### config.mk
export PLATFORM = sky130hd
export DESIGN_NAME = render_cmd_path
export DESIGN_NICKNAME = d
export VERILOG_FILES = /design/src/render_cmd_pkg.sv /design/src/render_links.sv /design/src/render_fill_engine.sv /design/src/render_swap_engine.sv /design/src/render_cmd_path.sv
export SDC_FILE = /design/constraint.sdc
export NUM_CORES = 1
export LEC_CHECK = 0
export BUFFER_PORTS_ARGS = -buffer_cell sky130_fd_sc_hd__buf_4
export CAP_MARGIN = 20
export CORE_UTILIZATION = 50
export CTS_BUF_LIST = sky130_fd_sc_hd__clkbuf_8
export CTS_CLUSTER_SIZE = 25
export DETAILED_ROUTE_END_ITERATION = 8
export PLACE_DENSITY = 0.71
export SLEW_MARGIN = 5
export SYNTH_ARGS = -nofsm -noshare
export SYNTH_HDL_FRONTEND = slang
export SYNTH_SLANG_ARGS = --single-unit
### constraint.sdc
create_clock -name CLK -period 7.4 [get_ports CLK]
set_input_delay 0.74 -clock CLK [delete_from_list [all_inputs] [get_ports CLK]]
set_output_delay 0.74 -clock CLK [all_outputs]
set_load 0.02 [all_outputs]
### src/render_cmd_pkg.sv
`default_nettype none
package render_cmd_pkg;
  // ****************************************
  // Command register indices on CMD_ADDR
  // ****************************************
  localparam logic [7:0] REG_TRI_FIXED = 8'h00;
  localparam logic [7:0] REG_TRI_FLOAT = 8'h01;
  localparam logic [7:0] REG_FLUSH = 8'h02;
  localparam logic [7:0] REG_FILL = 8'h03;
  localparam logic [7:0] REG_SWAP = 8'h04;
  localparam logic [7:0] REG_COLOR_PATH = 8'h05;
  localparam logic [7:0] REG_CLIP_H = 8'h06;
  localparam logic [7:0] REG_CLIP_V = 8'h07;
  localparam logic [7:0] REG_FILL_COLOR = 8'h08;
  localparam logic [7:0] REG_DEPTH_FILL = 8'h09;
  localparam logic [7:0] REG_PIXEL_MODE = 8'h0A;
  // ****************************************
  // Field positions, widths and counts
  // ****************************************
  localparam int TRI_SIGN = 31;
  localparam int FLUSH_CLR_PIX = 0;
  localparam int FLUSH_CLR_TRI = 1;
  localparam int FILL_NO_DITHER = 0;
  localparam int SWAP_SYNC = 0;
  localparam int SWAP_DISABLE = 9;
  localparam int PM_DITHER = 8;
  localparam int PM_RGB_MASK = 9;
  localparam int PM_DEPTH_MASK = 10;
  localparam int CP_SUBPIXEL = 26;
  localparam int CP_TEXTURE = 27;
  localparam int CP_CLAMP = 28;
  localparam int CP_ANTIALIAS = 29;
  localparam int CLIP_HI_LSB = 16;
  localparam int COORD_W = 10;
  localparam int COUNT_W = 24;
  localparam int NUM_STATS = 6;
  localparam int STAT_TRI_OUT = 5;
  // ****************************************
  // Reset value and count limits
  // ****************************************
  localparam logic [31:0] WORD_RESET = 32'h0000_0000;
  localparam logic [2:0] PENDING_MAX = 3'h7;
  localparam logic [8:0] RETRACE_MAX = 9'h1FF;
endpackage : render_cmd_pkg
`default_nettype wire

### src/render_links.sv
`default_nettype none
// Link between the command decoder and the rectangle fill engine
interface fill_link_if;
  logic start;
  logic [9:0] left, right, low, high;
  logic [23:0] color;
  logic [15:0] depth;
  logic dither, rgb_en, depth_en;
  logic busy, we_color, we_depth;
  logic [9:0] x, y;
  logic [15:0] pix_color, pix_depth;
  modport ctrl(output start, left, right, low, high, color, depth, dither, rgb_en,
    depth_en, input busy, we_color, we_depth, x, y, pix_color, pix_depth);
  modport engine(input start, left, right, low, high, color, depth, dither, rgb_en,
    depth_en, output busy, we_color, we_depth, x, y, pix_color, pix_depth);
endinterface : fill_link_if

// Link between the command decoder and the buffer swap engine
interface swap_link_if;
  logic push;
  logic [9:0] cmd;
  logic pend_inc, triple, vretrace_pin;
  logic [1:0] queued, disp_buf;
  logic [2:0] pending;
  logic swapped;
  modport ctrl(output push, cmd, pend_inc, triple, vretrace_pin,
    input queued, disp_buf, pending, swapped);
  modport engine(input push, cmd, pend_inc, triple, vretrace_pin,
    output queued, disp_buf, pending, swapped);
endinterface : swap_link_if
`default_nettype wire

### src/render_fill_engine.sv
`default_nettype none
module render_fill_engine
  import render_cmd_pkg::*;
(
  input wire logic CLK,
  input wire logic NRST,
  fill_link_if.engine lk
);
  typedef struct packed {
    logic busy;
    logic [9:0] x, y, left, right, high;
    logic [23:0] color;
    logic [15:0] depth;
    logic dither, rgb_en, depth_en, we_color, we_depth;
    logic [9:0] px, py;
    logic [15:0] pix_color, pix_depth;
  } fill_state_type;
  fill_state_type r, next_r;
  logic [2:0] dv;

  // Saturating add of a dither offset to one 8-bit channel
  function automatic logic [7:0] sat_add(input logic [7:0] c, input logic [2:0] a);
    logic [8:0] s;
    s = {1'b0, c} + {6'h00, a};
    sat_add = s[8] ? 8'hFF : s[7:0];
  endfunction : sat_add

  // Stepping through the rectangle, one pixel per cycle
  always_comb begin
    next_r = r;
    next_r.we_color = 1'b0;
    next_r.we_depth = 1'b0;
    dv = {r.x[0] ^ r.y[0], r.y[0], 1'b0};
    if (lk.start && !r.busy) begin
      next_r.x = lk.left;
      next_r.y = lk.low;
      next_r.left = lk.left;
      next_r.right = lk.right;
      next_r.high = lk.high;
      next_r.color = lk.color;
      next_r.depth = lk.depth;
      next_r.dither = lk.dither;
      next_r.rgb_en = lk.rgb_en;
      next_r.depth_en = lk.depth_en;
      next_r.busy = (lk.left < lk.right) && (lk.low < lk.high);
    end else if (r.busy) begin
      next_r.we_color = r.rgb_en;
      next_r.we_depth = r.depth_en;
      next_r.px = r.x;
      next_r.py = r.y;
      next_r.pix_depth = r.depth;
      if (r.dither) begin
        next_r.pix_color = {5'(sat_add(r.color[23:16], dv) >> 3),
          6'(sat_add(r.color[15:8], {1'b0, dv[2:1]}) >> 2),
          5'(sat_add(r.color[7:0], dv) >> 3)};
      end else begin
        next_r.pix_color = {r.color[23:19], r.color[15:10], r.color[7:3]};
      end
      if (r.x + 10'h001 == r.right) begin
        next_r.x = r.left;
        next_r.y = r.y + 10'h001;
        if (r.y + 10'h001 == r.high) begin
          next_r.busy = 1'b0;
        end
      end else begin
        next_r.x = r.x + 10'h001;
      end
    end
  end

  // State register
  always_ff @(posedge CLK or negedge NRST) begin
    if (!NRST) begin
      r <= '0;
    end else begin
      r <= next_r;
    end
  end

  // Results back to the decoder
  assign lk.busy = r.busy;
  assign lk.we_color = r.we_color;
  assign lk.we_depth = r.we_depth;
  assign lk.x = r.px;
  assign lk.y = r.py;
  assign lk.pix_color = r.pix_color;
  assign lk.pix_depth = r.pix_depth;
endmodule : render_fill_engine
`default_nettype wire

### src/render_swap_engine.sv
`default_nettype none
module render_swap_engine
  import render_cmd_pkg::*;
(
  input wire logic CLK,
  input wire logic NRST,
  swap_link_if.engine lk
);
  typedef struct packed {
    logic s1, s2, s3, level;
    logic [8:0] rcount;
    logic [1:0][9:0] q;
    logic [1:0] queued, disp;
    logic [2:0] pending;
    logic swapped;
  } swap_state_type;
  swap_state_type r, next_r;
  logic edge_seen, done, inc, dec;

  // Retrace filter, queue, counts, display pointer
  always_comb begin
    next_r = r;
    next_r.s1 = lk.vretrace_pin;
    next_r.s2 = r.s1;
    next_r.s3 = r.s2;
    edge_seen = (r.s2 == r.s3) && (r.s3 != r.level) && r.s3;
    if (r.s2 == r.s3) begin
      next_r.level = r.s3;
    end
    // Sync flag clear ignores the interval field
    done = (r.queued != 2'h0) &&
      (!r.q[0][SWAP_SYNC] || (r.rcount > {1'b0, r.q[0][8:1]}));
    next_r.swapped = done;
    if (done) begin
      next_r.rcount = 9'h000;
    end else if (edge_seen && r.rcount != RETRACE_MAX) begin
      next_r.rcount = r.rcount + 9'h001;
    end
    if (done) begin
      next_r.q[0] = r.q[1];
    end
    if (lk.push) begin
      if (done) begin
        next_r.q[r.queued - 2'h1] = lk.cmd;
      end else begin
        next_r.q[r.queued[0]] = lk.cmd;
      end
    end
    next_r.queued = r.queued + {1'b0, lk.push} - {1'b0, done};
    if (done && !r.q[0][SWAP_DISABLE]) begin
      if (lk.triple) begin
        next_r.disp = (r.disp == 2'h2) ? 2'h0 : r.disp + 2'h1;
      end else begin
        next_r.disp = {1'b0, ~r.disp[0]};
      end
    end
    inc = lk.pend_inc && (r.pending != PENDING_MAX);
    dec = done && (r.pending != 3'h0);
    next_r.pending = r.pending + {2'h0, inc} - {2'h0, dec};
  end

  // State register
  always_ff @(posedge CLK or negedge NRST) begin
    if (!NRST) begin
      r <= '0;
    end else begin
      r <= next_r;
    end
  end

  assign lk.queued = r.queued;
  assign lk.disp_buf = r.disp;
  assign lk.pending = r.pending;
  assign lk.swapped = r.swapped;
endmodule : render_swap_engine
`default_nettype wire

### src/render_cmd_path.sv
`default_nettype none
module render_cmd_path
  import render_cmd_pkg::*;
(
  input wire logic CLK,
  input wire logic NRST,
  input wire logic CMD_VALID,
  input wire logic [7:0] CMD_ADDR,
  input wire logic [31:0] CMD_DATA,
  output logic CMD_READY,
  input wire logic SWAP_PEND_INC,
  input wire logic TRIPLE_BUFFER_EN,
  input wire logic SGRAM_MODE,
  input wire logic PIPE_IDLE,
  input wire logic VRETRACE,
  input wire logic [5:0] STAT_EVENT,
  output logic TRI_START,
  output logic TRI_CLOCKWISE,
  output logic FLUSH_BUSY,
  output logic FILL_BUSY,
  output logic FILL_WE_COLOR,
  output logic FILL_WE_DEPTH,
  output logic [9:0] FILL_X,
  output logic [9:0] FILL_Y,
  output logic [15:0] FILL_COLOR,
  output logic [15:0] FILL_DEPTH,
  output logic SWAP_DONE,
  output logic [1:0] DISPLAY_BUFFER,
  output logic [2:0] SWAPS_PENDING,
  output logic [31:0] COLOR_PATH,
  output logic [1:0] COLOR_SRC,
  output logic [1:0] ALPHA_SRC,
  output logic [2:0] COLOR_FACTOR,
  output logic [2:0] ALPHA_FACTOR,
  output logic SUBPIXEL_EN,
  output logic TEXTURE_EN,
  output logic CLAMP_EN,
  output logic ANTIALIAS_EN,
  output logic [5:0][23:0] STAT_COUNT
);
  // ****************************************
  // Types and state
  // ****************************************
  typedef enum logic [0:0] {ST_IDLE, ST_FLUSH} cmd_state_type;

  typedef struct packed {
    cmd_state_type state;
    logic ready;
    logic tri_start;
    logic tri_cw;
    logic [31:0] clip_h;
    logic [31:0] clip_v;
    logic [23:0] fill_color;
    logic [15:0] depth_fill;
    logic [31:0] pixel_mode;
    logic [31:0] color_path;
    logic [5:0][23:0] count;
  } cmd_regs_type;

  cmd_regs_type r, next_r;
  logic take;
  logic limit_ok;
  logic fill_req;
  logic swap_req;
  logic [5:0] clear_mask;

  fill_link_if fill_lk ();
  swap_link_if swap_lk ();

  // ****************************************
  // Engines
  // ****************************************
  render_fill_engine u_fill (
    .CLK(CLK),
    .NRST(NRST),
    .lk(fill_lk.engine)
  );

  render_swap_engine u_swap (
    .CLK(CLK),
    .NRST(NRST),
    .lk(swap_lk.engine)
  );

  // ****************************************
  // Command decode
  // ****************************************

  // Acceptance and per-command strobes
  assign take = CMD_VALID && r.ready;
  assign fill_req = take && (CMD_ADDR == REG_FILL);
  assign swap_req = take && (CMD_ADDR == REG_SWAP);

  // Render may run ahead by one swap only with triple buffering
  assign limit_ok = TRIPLE_BUFFER_EN ? (swap_lk.queued <= 2'h1)
    : (swap_lk.queued == 2'h0);

  // Fill parameters from stored registers, dither also gated by the fill word in SGRAM mode
  assign fill_lk.start = fill_req;
  assign fill_lk.left = r.clip_h[CLIP_HI_LSB +: COORD_W];
  assign fill_lk.right = r.clip_h[COORD_W-1:0];
  assign fill_lk.low = r.clip_v[CLIP_HI_LSB +: COORD_W];
  assign fill_lk.high = r.clip_v[COORD_W-1:0];
  assign fill_lk.color = r.fill_color;
  assign fill_lk.depth = r.depth_fill;
  assign fill_lk.dither = r.pixel_mode[PM_DITHER] &&
    !(SGRAM_MODE && CMD_DATA[FILL_NO_DITHER]);
  assign fill_lk.rgb_en = r.pixel_mode[PM_RGB_MASK];
  assign fill_lk.depth_en = r.pixel_mode[PM_DEPTH_MASK];

  // Swap engine feed
  assign swap_lk.push = swap_req;
  assign swap_lk.cmd = CMD_DATA[9:0];
  assign swap_lk.pend_inc = SWAP_PEND_INC;
  assign swap_lk.triple = TRIPLE_BUFFER_EN;
  assign swap_lk.vretrace_pin = VRETRACE;

  // Counter clear selection from a taken flush
  always_comb begin
    clear_mask = 6'h00;
    if (take && CMD_ADDR == REG_FLUSH) begin
      clear_mask[4:0] = {5{CMD_DATA[FLUSH_CLR_PIX]}};
      clear_mask[STAT_TRI_OUT] = CMD_DATA[FLUSH_CLR_TRI];
    end
  end

  // Next state of the decoder
  always_comb begin
    next_r = r;
    next_r.tri_start = 1'b0;
    if (take) begin
      case (CMD_ADDR)
        REG_TRI_FIXED, REG_TRI_FLOAT: begin
          next_r.tri_start = 1'b1;
          next_r.tri_cw = CMD_DATA[TRI_SIGN];
        end
        REG_FLUSH: begin
          next_r.state = ST_FLUSH;
        end
        REG_COLOR_PATH: begin
          next_r.color_path = CMD_DATA;
        end
        REG_CLIP_H: begin
          next_r.clip_h = CMD_DATA;
        end
        REG_CLIP_V: begin
          next_r.clip_v = CMD_DATA;
        end
        REG_FILL_COLOR: begin
          next_r.fill_color = CMD_DATA[23:0];
        end
        REG_DEPTH_FILL: begin
          next_r.depth_fill = CMD_DATA[15:0];
        end
        REG_PIXEL_MODE: begin
          next_r.pixel_mode = CMD_DATA;
        end
        default: begin
          next_r.state = r.state;
        end
      endcase
    end
    // Flush ends once the pipeline and the fill engine are empty
    case (r.state)
      ST_FLUSH: begin
        if (PIPE_IDLE && !fill_lk.busy) begin
          next_r.state = ST_IDLE;
        end
      end
      default: begin
        next_r.state = next_r.state;
      end
    endcase
    // An event in the clearing cycle is still counted
    for (int i = 0; i < NUM_STATS; i++) begin
      if (clear_mask[i]) begin
        next_r.count[i] = {23'h0, STAT_EVENT[i]};
      end else if (STAT_EVENT[i]) begin
        next_r.count[i] = r.count[i] + 24'h000001;
      end
    end
    // One idle cycle after each take lets the engines report busy
    next_r.ready = !take && (next_r.state == ST_IDLE) && !fill_lk.busy
      && limit_ok;
  end

  // ****************************************
  // State register
  // ****************************************
  always_ff @(posedge CLK or negedge NRST) begin
    if (!NRST) begin
      r <= '0;
    end else begin
      r <= next_r;
    end
  end

  // ****************************************
  // Outputs
  // ****************************************

  // Decoder flops
  assign CMD_READY = r.ready;
  assign TRI_START = r.tri_start;
  assign TRI_CLOCKWISE = r.tri_cw;
  assign FLUSH_BUSY = (r.state == ST_FLUSH);
  assign STAT_COUNT = r.count;

  // Color path fields
  assign COLOR_PATH = r.color_path;
  assign COLOR_SRC = r.color_path[1:0];
  assign ALPHA_SRC = r.color_path[3:2];
  assign COLOR_FACTOR = r.color_path[12:10];
  assign ALPHA_FACTOR = r.color_path[21:19];
  assign SUBPIXEL_EN = r.color_path[CP_SUBPIXEL];
  assign TEXTURE_EN = r.color_path[CP_TEXTURE];
  assign CLAMP_EN = r.color_path[CP_CLAMP];
  assign ANTIALIAS_EN = r.color_path[CP_ANTIALIAS];

  // Fill engine flops
  assign FILL_BUSY = fill_lk.busy;
  assign FILL_WE_COLOR = fill_lk.we_color;
  assign FILL_WE_DEPTH = fill_lk.we_depth;
  assign FILL_X = fill_lk.x;
  assign FILL_Y = fill_lk.y;
  assign FILL_COLOR = fill_lk.pix_color;
  assign FILL_DEPTH = fill_lk.pix_depth;

  // Swap engine flops
  assign SWAP_DONE = swap_lk.swapped;
  assign DISPLAY_BUFFER = swap_lk.disp_buf;
  assign SWAPS_PENDING = swap_lk.pending;
endmodule : render_cmd_path
`default_nettype wire

[Word-level counts from Yosys, hierarchy flattened]
Index checks and enable logic that the tools add are counted.
Storage, ports and cells
  register bits: 505
  input port bits: 54
  output and inout port bits: 255
Cells by class
  $add $sub $neg: 18
  magnitude comparators: 8
  equality and inequality tests: 17
  multiplexer cells: 51
  bitwise logic cells: 4
  reductions and logical operators: 50
Operator list (number)
  $mux 24: 13
  $mux 170: 1
  $add 24x1->24 const B: 6
  $mux 32: 4
  $mux 54: 2
  $mux 10: 6
  $mux 21: 2
  $bwmux 20: 2
  $eq 8x3->1 const B: 4
  $mux 16: 2
  $eq 8x4->1 const B: 3
  $mux 8: 3
  $logic_and 1x1->1: 21
  $add 10x1->10 const B: 2
  $demux 10 s1: 2
  $eq 10x10->1: 2
  $lt 10x10->1: 2
  $mux 20: 1
  $reduce_bool 2->1: 10
  $add 8x3->9: 2
  $mux 9: 2
  $reduce_and 2->1: 9
  $eq 8x2->1 const B: 2
  $add 8x2->9: 1
  other kinds (30): 44

[Longest topological paths before layout]
Gate-level depths: netlist (run 1).
  depth in word-level cells: 9
  depth in mapped cells: 15

[Cells and area by module]
Synthesis (run 1) repeated with hierarchy kept, for this count alone.
Second synthesis, totals
  cell total of the unflattened synthesis: 2178
  area, all modules: 23557.6 um^2
By module, submodules not included
  render_cmd_path: instances 1, cells each 1230, area an instance 13223.9 um^2
  render_fill_engine: instances 1, cells each 722, area an instance 7952.6 um^2
  render_swap_engine: instances 1, cells each 226, area an instance 2381.0 um^2

[Worst setup path before layout (run 1)]
Ideal clock, no wire load.
  kind: reg2reg
  start: register u_swap.r[34] in the netlist's numbering
  end: register u_swap.r (netlist bit u_swap.lk.pending[2])
  arrival: 2.851 ns
  data required time: 7.277 ns
  path slack: 4.425 ns
  stages on the path, launching flop included: 14
  cell sequence: dfrtp_1 ha_1 a2111oi_0 o221ai_1 a21oi_1 a21oi_1 o31a_1 ha_1 inv_1 ha_1 inv_1 fa_1 xnor2_1 xnor2_1
RTL lines
  start: declaration: line render_swap_engine.sv:17  | swap_state_type r, next_r;
  start signal: assignment: line render_swap_engine.sv:67  | r <= next_r;

==> flow_summary.toml, run 1 <==
[route]
final_antenna_net_count = 0
drcViolationCount = 0
wl_mm = 55.1
vias_per_cell = 5.59
drt-pass1-iter-count = 5
num_vias = 16200
drt_iter0_drc = 1231
routedWlPerCell_um = 19.1

[floorplanning]
rows = 78
coreArea_mm2 = 0.0458
die_area_mm2 = 0.0477
start_util = 0.512
io_pins = 309
dieHeight_um = 218
fp.dieW_um = 218

[synth]
synth.most_common_cell = "dfrtp_1"
synth_seq_cells = 448
yosys-top-cells-area = "dfrtp_1 (48%), mux2_2 (11%), buf_4 (7.9%), xor2_1 (3.5%), nor2_1 (3.5%)"
synth_commonest_cells = "dfrtp_1 (448), buf_4 (248), mux2_2 (227)"
async_reset_ff_frac = 1.00
synth_edf_count = 0
synth_flop_cell = "dfrtp_1"
syn_inst = 2178
synth_top_area_share = 0.478
synth_nets = 2276
syn_area_per_cell_um2 = 10.8
synth_warnings = 0
yosysSeqAreaShare = 0.478
netlist_area_mm2 = 0.0234
ys_types = 79
yosysTopAreaCell = "dfrtp_1"

[worst_setup_path]
start_kind = "flop"
required_ns = 7.97
r2r_start = "u_swap.r[34]"
worst_r2r_endpoint = "u_swap.lk.pending[2]"
rrSetupSlack_ns = 3.13
cp_slowest_cell = "a21oi_1"
endpoint_kind = "flop"
critPathKind = "flop to flop"
reg2reg_depth = 14
path_cells = "ha_1, a2111oi_0, o221ai_1, a21oi_1, a21oi_1, buf_4, o31a_1, ha_1, inv_1, ha_1, inv_1, fa_1, xnor2_1, xnor2_1"
cp.arrival_ns = 4.84
crit_path_max_incr_delay_ns = 0.90
crit_path_max_fanout = 14
cp_common_cell = "ha_1"

[placed_design]
place_congestion = 0.865
place_area_mm2 = 0.0243
io_buffers = 308
hpwl_mm = 36.8

[hold_path]
hp-class = "primary input to async pin"

[timing]
setup_viol = 0
tightestPinTransition_ns = 1.07
fin_crit_ns = 4.27
tns_ns = 0
skew_ns = 0.0606
hold_violations = 0
relSlewSlack = 0.289
fin_crit_sh = 0.577
slew_violations = 0
rsz0062_at_grt = "no"
fmax_mhz = 234

[run_status]
status = "complete, no violations"

[layout]
syn_to_final_growth_pct = 11.0
drive_above_1_share = 0.312
final_area_mm2 = 0.0260
layout.nets = 2330

[grt]
grt_antenna_before_repair = 1
grt_max_degree = 178
grt_pass1_vias = 16300
grt_pass1_wl_mm = 87.9
grt_remaining_overflow = 0
grt.total_usage = 0.233

[clocking]
clk_latency_ns = 0.69
cts_buffers = 80
postCtsSetupBuffers = 0
clk_path_buf_depth = 3
cts-hold-fix-buffers = 0
ctsRootBufferMaster = "clkbuf_8"
htree_levels = 3
cts_tree = "built"
ctsResizeCount = 0
path_clk_slew_ns = 0.05
clock_sinks = 448

[power]
ir_worst_vdd_v = 0.000186
p_leak_nw = 12.7
power_density_mw_per_mm2 = 228

[flow_run]
cap_viol_max_count = 0
[critical path: cells and delay by family, from the launching register on]
| kind | cells | cell delay (ns) |
|---|---|---|
| AO/OA/AOI/OAI | 5 | 2.02 |
| adder cells (fa/ha/maj) | 4 | 1.10 |
| XOR/XNOR | 2 | 0.32 |
| flip-flops | 1 | 0.41 |
| buffers and inverters | 3 | 0.34 |
[layout make-up]
| class | instances | area (um^2) |
|---|---|---|
| fillers | 3845 | 19800 |
| flip-flops and latches | 448 | 11200 |
| multi-input cells | 1314 | 9670 |
| repair buffers | 324 | 2510 |
| clock buffers | 96 | 1320 |
| well taps | 600 | 751 |
| clock inverters | 44 | 290 |
| inverters | 64 | 240 |
| diodes | 1 | 2.50 |
[metal layers]
layer	track usage	routed length, um	up-vias
li1	-	-	7437
met1	0.311	24100	8148
met2	0.367	25900	479
met3	0.0479	3530	107
met4	0.100	1550	0
met5	0	0	-
[layout by cell type, fill, tap and decap left out, types with 19 or more instances in the layout]
cell type,synthesis,routed
a311oi_1,21,21
inv_1,62,88
dfrtp_1,448,447
xor2_1,94,94
buf_4,248,318
a31oi_1,19,19
o21ai_0,30,30
clkbuf_8,0,96
nor3_1,44,44
and3_1,30,30
nor4_2,19,20
a21oi_1,27,27
nand3_1,77,76
a211oi_1,26,26
xnor2_1,78,78
ha_1,43,43
nor2_1,217,215
nand2_1,92,92
mux2_2,227,227
nand4_1,57,57
nand2b_1,27,27
[flip-flops by register name, indices dropped and copies added (netlist names), 16 cells and up]
register	count
u_fill.lk.pix_color	16
COLOR_PATH	32
fill_lk.depth	16
u_swap.r	31
u_fill.r	90
fill_lk.color	22
STAT_COUNT	144
u_fill.lk.pix_depth	16
[how the worst max path moves through the flow]
stage / from / to / slack, ns / depth (start not counted)
floorplan: u_swap.r[34] / u_swap.lk.pending[2] / 4.43 / 13
detailed placement: u_swap.r[34] / u_swap.lk.pending[2] / 3.20 / 14
global placement: u_swap.r[34] / u_swap.lk.pending[2] / 3.29 / 14
CTS: u_swap.r[34] / u_swap.lk.pending[2] / 3.18 / 14
global route: u_swap.r[34] / u_swap.lk.pending[2] / 2.75 / 14
finish: u_swap.r[34] / u_swap.lk.pending[2] / 3.13 / 14
[power breakdown]
part / total [mW] / leakage, nW / switching, mW / internal (mW)
sequential: 2.77 / 6.01 / 0.187 / 2.59
clock: 2.33 / 0.931 / 1.07 / 1.26
combinational: 0.822 / 5.73 / 0.487 / 0.334
[stage by stage]
step                setup WS (ns)  utilization  total power, mW  instances  hold WS (ns)
floorplan                    4.43            -             3.40       2178         0.331
global placement             3.29        0.531             3.61       2746         0.339
detailed placement           3.20        0.531             3.64       2746         0.341
CTS                          3.18        0.566             6.01       2886         0.126
global route                 2.75        0.568             6.21       2891         0.152
finish                       3.13        0.568             5.93       2891         0.115
[logic make-up (layout without fill, tap and decap cells)]
logic type	Yosys count	in the layout	share of synthesized area
buffers and inverters	416	528	0.110
adders and majority gates	45	45	0.0242
AOI/OAI and AO/OA	206	206	0.0645
DFF	448	448	0.478
other	0	1	0
muxes	239	239	0.114
and+or+nand+nor	652	652	0.144
xor gates and xnor gates	172	172	0.0643
Power figures use the tool's default switching activity.
==> run 2: changes to the inputs <==
--- a/config.mk
+++ b/config.mk
@@ -5,6 +5,7 @@
 export SDC_FILE = /design/constraint.sdc
 export NUM_CORES = 1
 export LEC_CHECK = 0
+export ABC_AREA = 1
 export BUFFER_PORTS_ARGS = -buffer_cell sky130_fd_sc_hd__buf_4
 export CAP_MARGIN = 20
 export CORE_UTILIZATION = 50
==> constraint.sdc (replaced) <==
create_clock -name CLK -period 4 [get_ports CLK]
set_input_delay 0.4 -clock CLK [delete_from_list [all_inputs] [get_ports CLK]]
set_output_delay 0.4 -clock CLK [all_outputs]
set_load 0.02 [all_outputs]
==> flow_summary.toml, run 2 <==
[power]
ir_worst_vdd_v = 0.000406
power_density_mw_per_mm2 = 490
p_leak_nw = 13.8

[timing]
fin_crit_ns = 3.21
slew_violations = 0
skew_ns = 0.0345
tightestPinTransition_ns = 0.941
fmax_mhz = 312
setup_viol = 0
rsz0062_at_grt = "no"
timing.hold.ws_ns = 0.0513
fin_crit_sh = 0.802
hold_violations = 0
tns_ns = 0
relSlewSlack = 0.373

[worst_setup_path]
crit_path_max_fanout = 8
startpoint = "u_swap.r[31]"
start_kind = "flop"
cp.arrival_ns = 3.77
endpoint_kind = "flop"
rrSetupSlack_ns = 0.79
reg2reg_depth = 16
r2r_start = "u_swap.r[31]"
critPathKind = "flop to flop"
required_ns = 4.56
crit_path_max_incr_delay_ns = 0.44
worst_r2r_endpoint = "u_swap.lk.pending[2]"
cp_common_cell = "nand2_1"
path_cells = "ha_1, nand2_1, nor2_1, nand2_1, o211ai_1, o21ai_1, nand2_1, nand2_1, a31oi_1, ha_1, inv_1, ha_1, inv_1, fa_1, xnor2_1, xor2_1"
cp_slowest_cell = "dfrtp_1"

[layout]
final_area_mm2 = 0.0261
final_cell_mix = "nand2_1 (720), dfrtp_1 (447), inv_1 (349), buf_4 (323), o21ai_0 (243)"
post-route-util = 0.571
final_common_cell = "nand2_1"
syn_to_final_growth_pct = 11.9
diodes = 0
largest_reg_flops = 144
layout.nets = 3037
drive_above_1_share = 0.172
final_cells = 3597

[synth]
netlist_area_mm2 = 0.0233
yosysSeqAreaShare = 0.481
async_reset_ff_frac = 1.00
synth_top_area_share = 0.481
synth_warnings = 0
ys_types = 56
syn_inst = 2839
synth_nets = 2937
syn_area_per_cell_um2 = 8.20
synth_flop_cell = "dfrtp_1"
yosysTopAreaCell = "dfrtp_1"
synth_edf_count = 0
synth.most_common_cell = "nand2_1"
yosys-top-cells-area = "dfrtp_1 (48%), nand2_1 (12%), buf_4 (8.1%), o21ai_0 (5.2%), inv_1 (5.0%)"
synth_commonest_cells = "nand2_1 (722), dfrtp_1 (448), inv_1 (313)"
synth_seq_cells = 448

[grt]
grt_pass1_wl_mm = 95.9
grt_max_degree = 107
grt_antenna_before_repair = 0
grt.total_usage = 0.253
grt_remaining_overflow = 0
grt_pass1_vias = 18600

[route]
vias_per_cell = 5.28
drt_iter0_drc = 1639
drt-pass1-iter-count = 6
wl_mm = 59.6
drcViolationCount = 0
routedWlPerCell_um = 16.6
final_antenna_net_count = 0
num_vias = 19000

[clocking]
clk_latency_ns = 0.67
path_clk_slew_ns = 0.06
clk_path_buf_depth = 3
cts_buffers = 79
clock_sinks = 448
cts_tree = "built"
htree_levels = 3
postCtsSetupBuffers = 0
ctsRootBufferMaster = "clkbuf_8"

[floorplanning]
fp.dieW_um = 218
coreArea_mm2 = 0.0457
start_util = 0.510
io_pins = 309
die_area_mm2 = 0.0475
dieHeight_um = 218
rows = 78

[hold_path]
hold_depth = 3
holdPathEnd = "STAT_COUNT[73]"
min_from = "STAT_EVENT[3]"
hp-class = "primary input to flop"

[placed_design]
place_inst = 3439
place_congestion = 0.902
place_area_mm2 = 0.0244
io_buffers = 308
hpwl_mm = 41.9

[flow_run]
cap_viol_max_count = 0

[run_status]
status = "complete, no violations"
-- run 2: cell count changes in the layout (fill, tap and decap cells not counted), sizes merged, moves of 18 or more --
cell	before	now
and3	32	8
mux2	227	5
nor2	218	184
a311oi	22	0
nand2	92	732
inv	96	364
and2	18	0
xnor2	78	7
nand3	79	153
nand2b	27	0
a211oi	27	6
a21oi	28	107
xor2	94	17
o21ai	30	250
-- run 2: per-stage QoR --
stage / setup slack [ns] / total power, mW
3_5_place_dp: 0.813 / 8.82
5_1_grt: 0.589 / 13.5
2_1_floorplan: 1.03 / 8.02
3_3_place_gp: 0.918 / 8.73
6_report: 0.790 / 12.8
4_1_cts: 0.813 / 12.9
-- run 2: cell families (layout without fill, tap and decap cells) --
family,Yosys count,after routing,share of synthesized area
mux,5,5,0.00242
fa+ha+maj,45,45,0.0244
xor+xnor,25,25,0.00999
simple gates,1227,1227,0.232
flops,448,448,0.481
compound gates,438,438,0.103
buf+inv,651,809,0.147
-- run 2: metal layers --
layer,GRT usage,vias to the layer above,routed length [um]
met4,0.0995,0,1770
met5,0,-,0
met1,0.337,9144,26300
li1,-,9159,-
met2,0.412,591,28200
met3,0.0423,113,3340
-- run 2: worst max-delay path by stage --
stage / to
floorplan: u_swap.lk.pending[2]
global placement: u_swap.lk.pending[2]
detailed placement: u_swap.lk.pending[2]
CTS: u_swap.lk.pending[2]
global route: u_swap.lk.pending[2]
finish: u_swap.lk.pending[2]
-- run 2: final cells by class --
cell class                      count  area (um^2)
Fill cell                        4166        19600
Tap cell                          600          751
Clock inverter                     46          206
Inverter                          324         1220
Clock buffer                       93         1280
Timing Repair Buffer              346         2730
Sequential cell                   448        11200
Multi-Input combinational cell   1740         8680
-- run 2: what timing repair did --
action / in CTS / in global routing
gates resized for setup: 0 / 0
hold endpoints to repair: 116 / 0
hold buffers: 16 / 0
-- run 2: worst max-delay path: cells and delay by family (launching register included) --
family / cells / cell delay [ns]
compound gates: 3 / 0.52
fa+ha+maj: 4 / 1.08
simple gates: 5 / 0.62
xor+xnor: 2 / 0.35
flops: 1 / 0.44
buf+inv: 2 / 0.12
-- run 2: power breakdown --
group	total (mW)	internal (mW)	leakage, nW	switching, mW
logic	3.26	1.20	7.24	2.06
clock network	4.02	2.11	0.903	1.91
registers	5.49	4.98	5.62	0.512
total	12.8	8.30	13.8	4.48
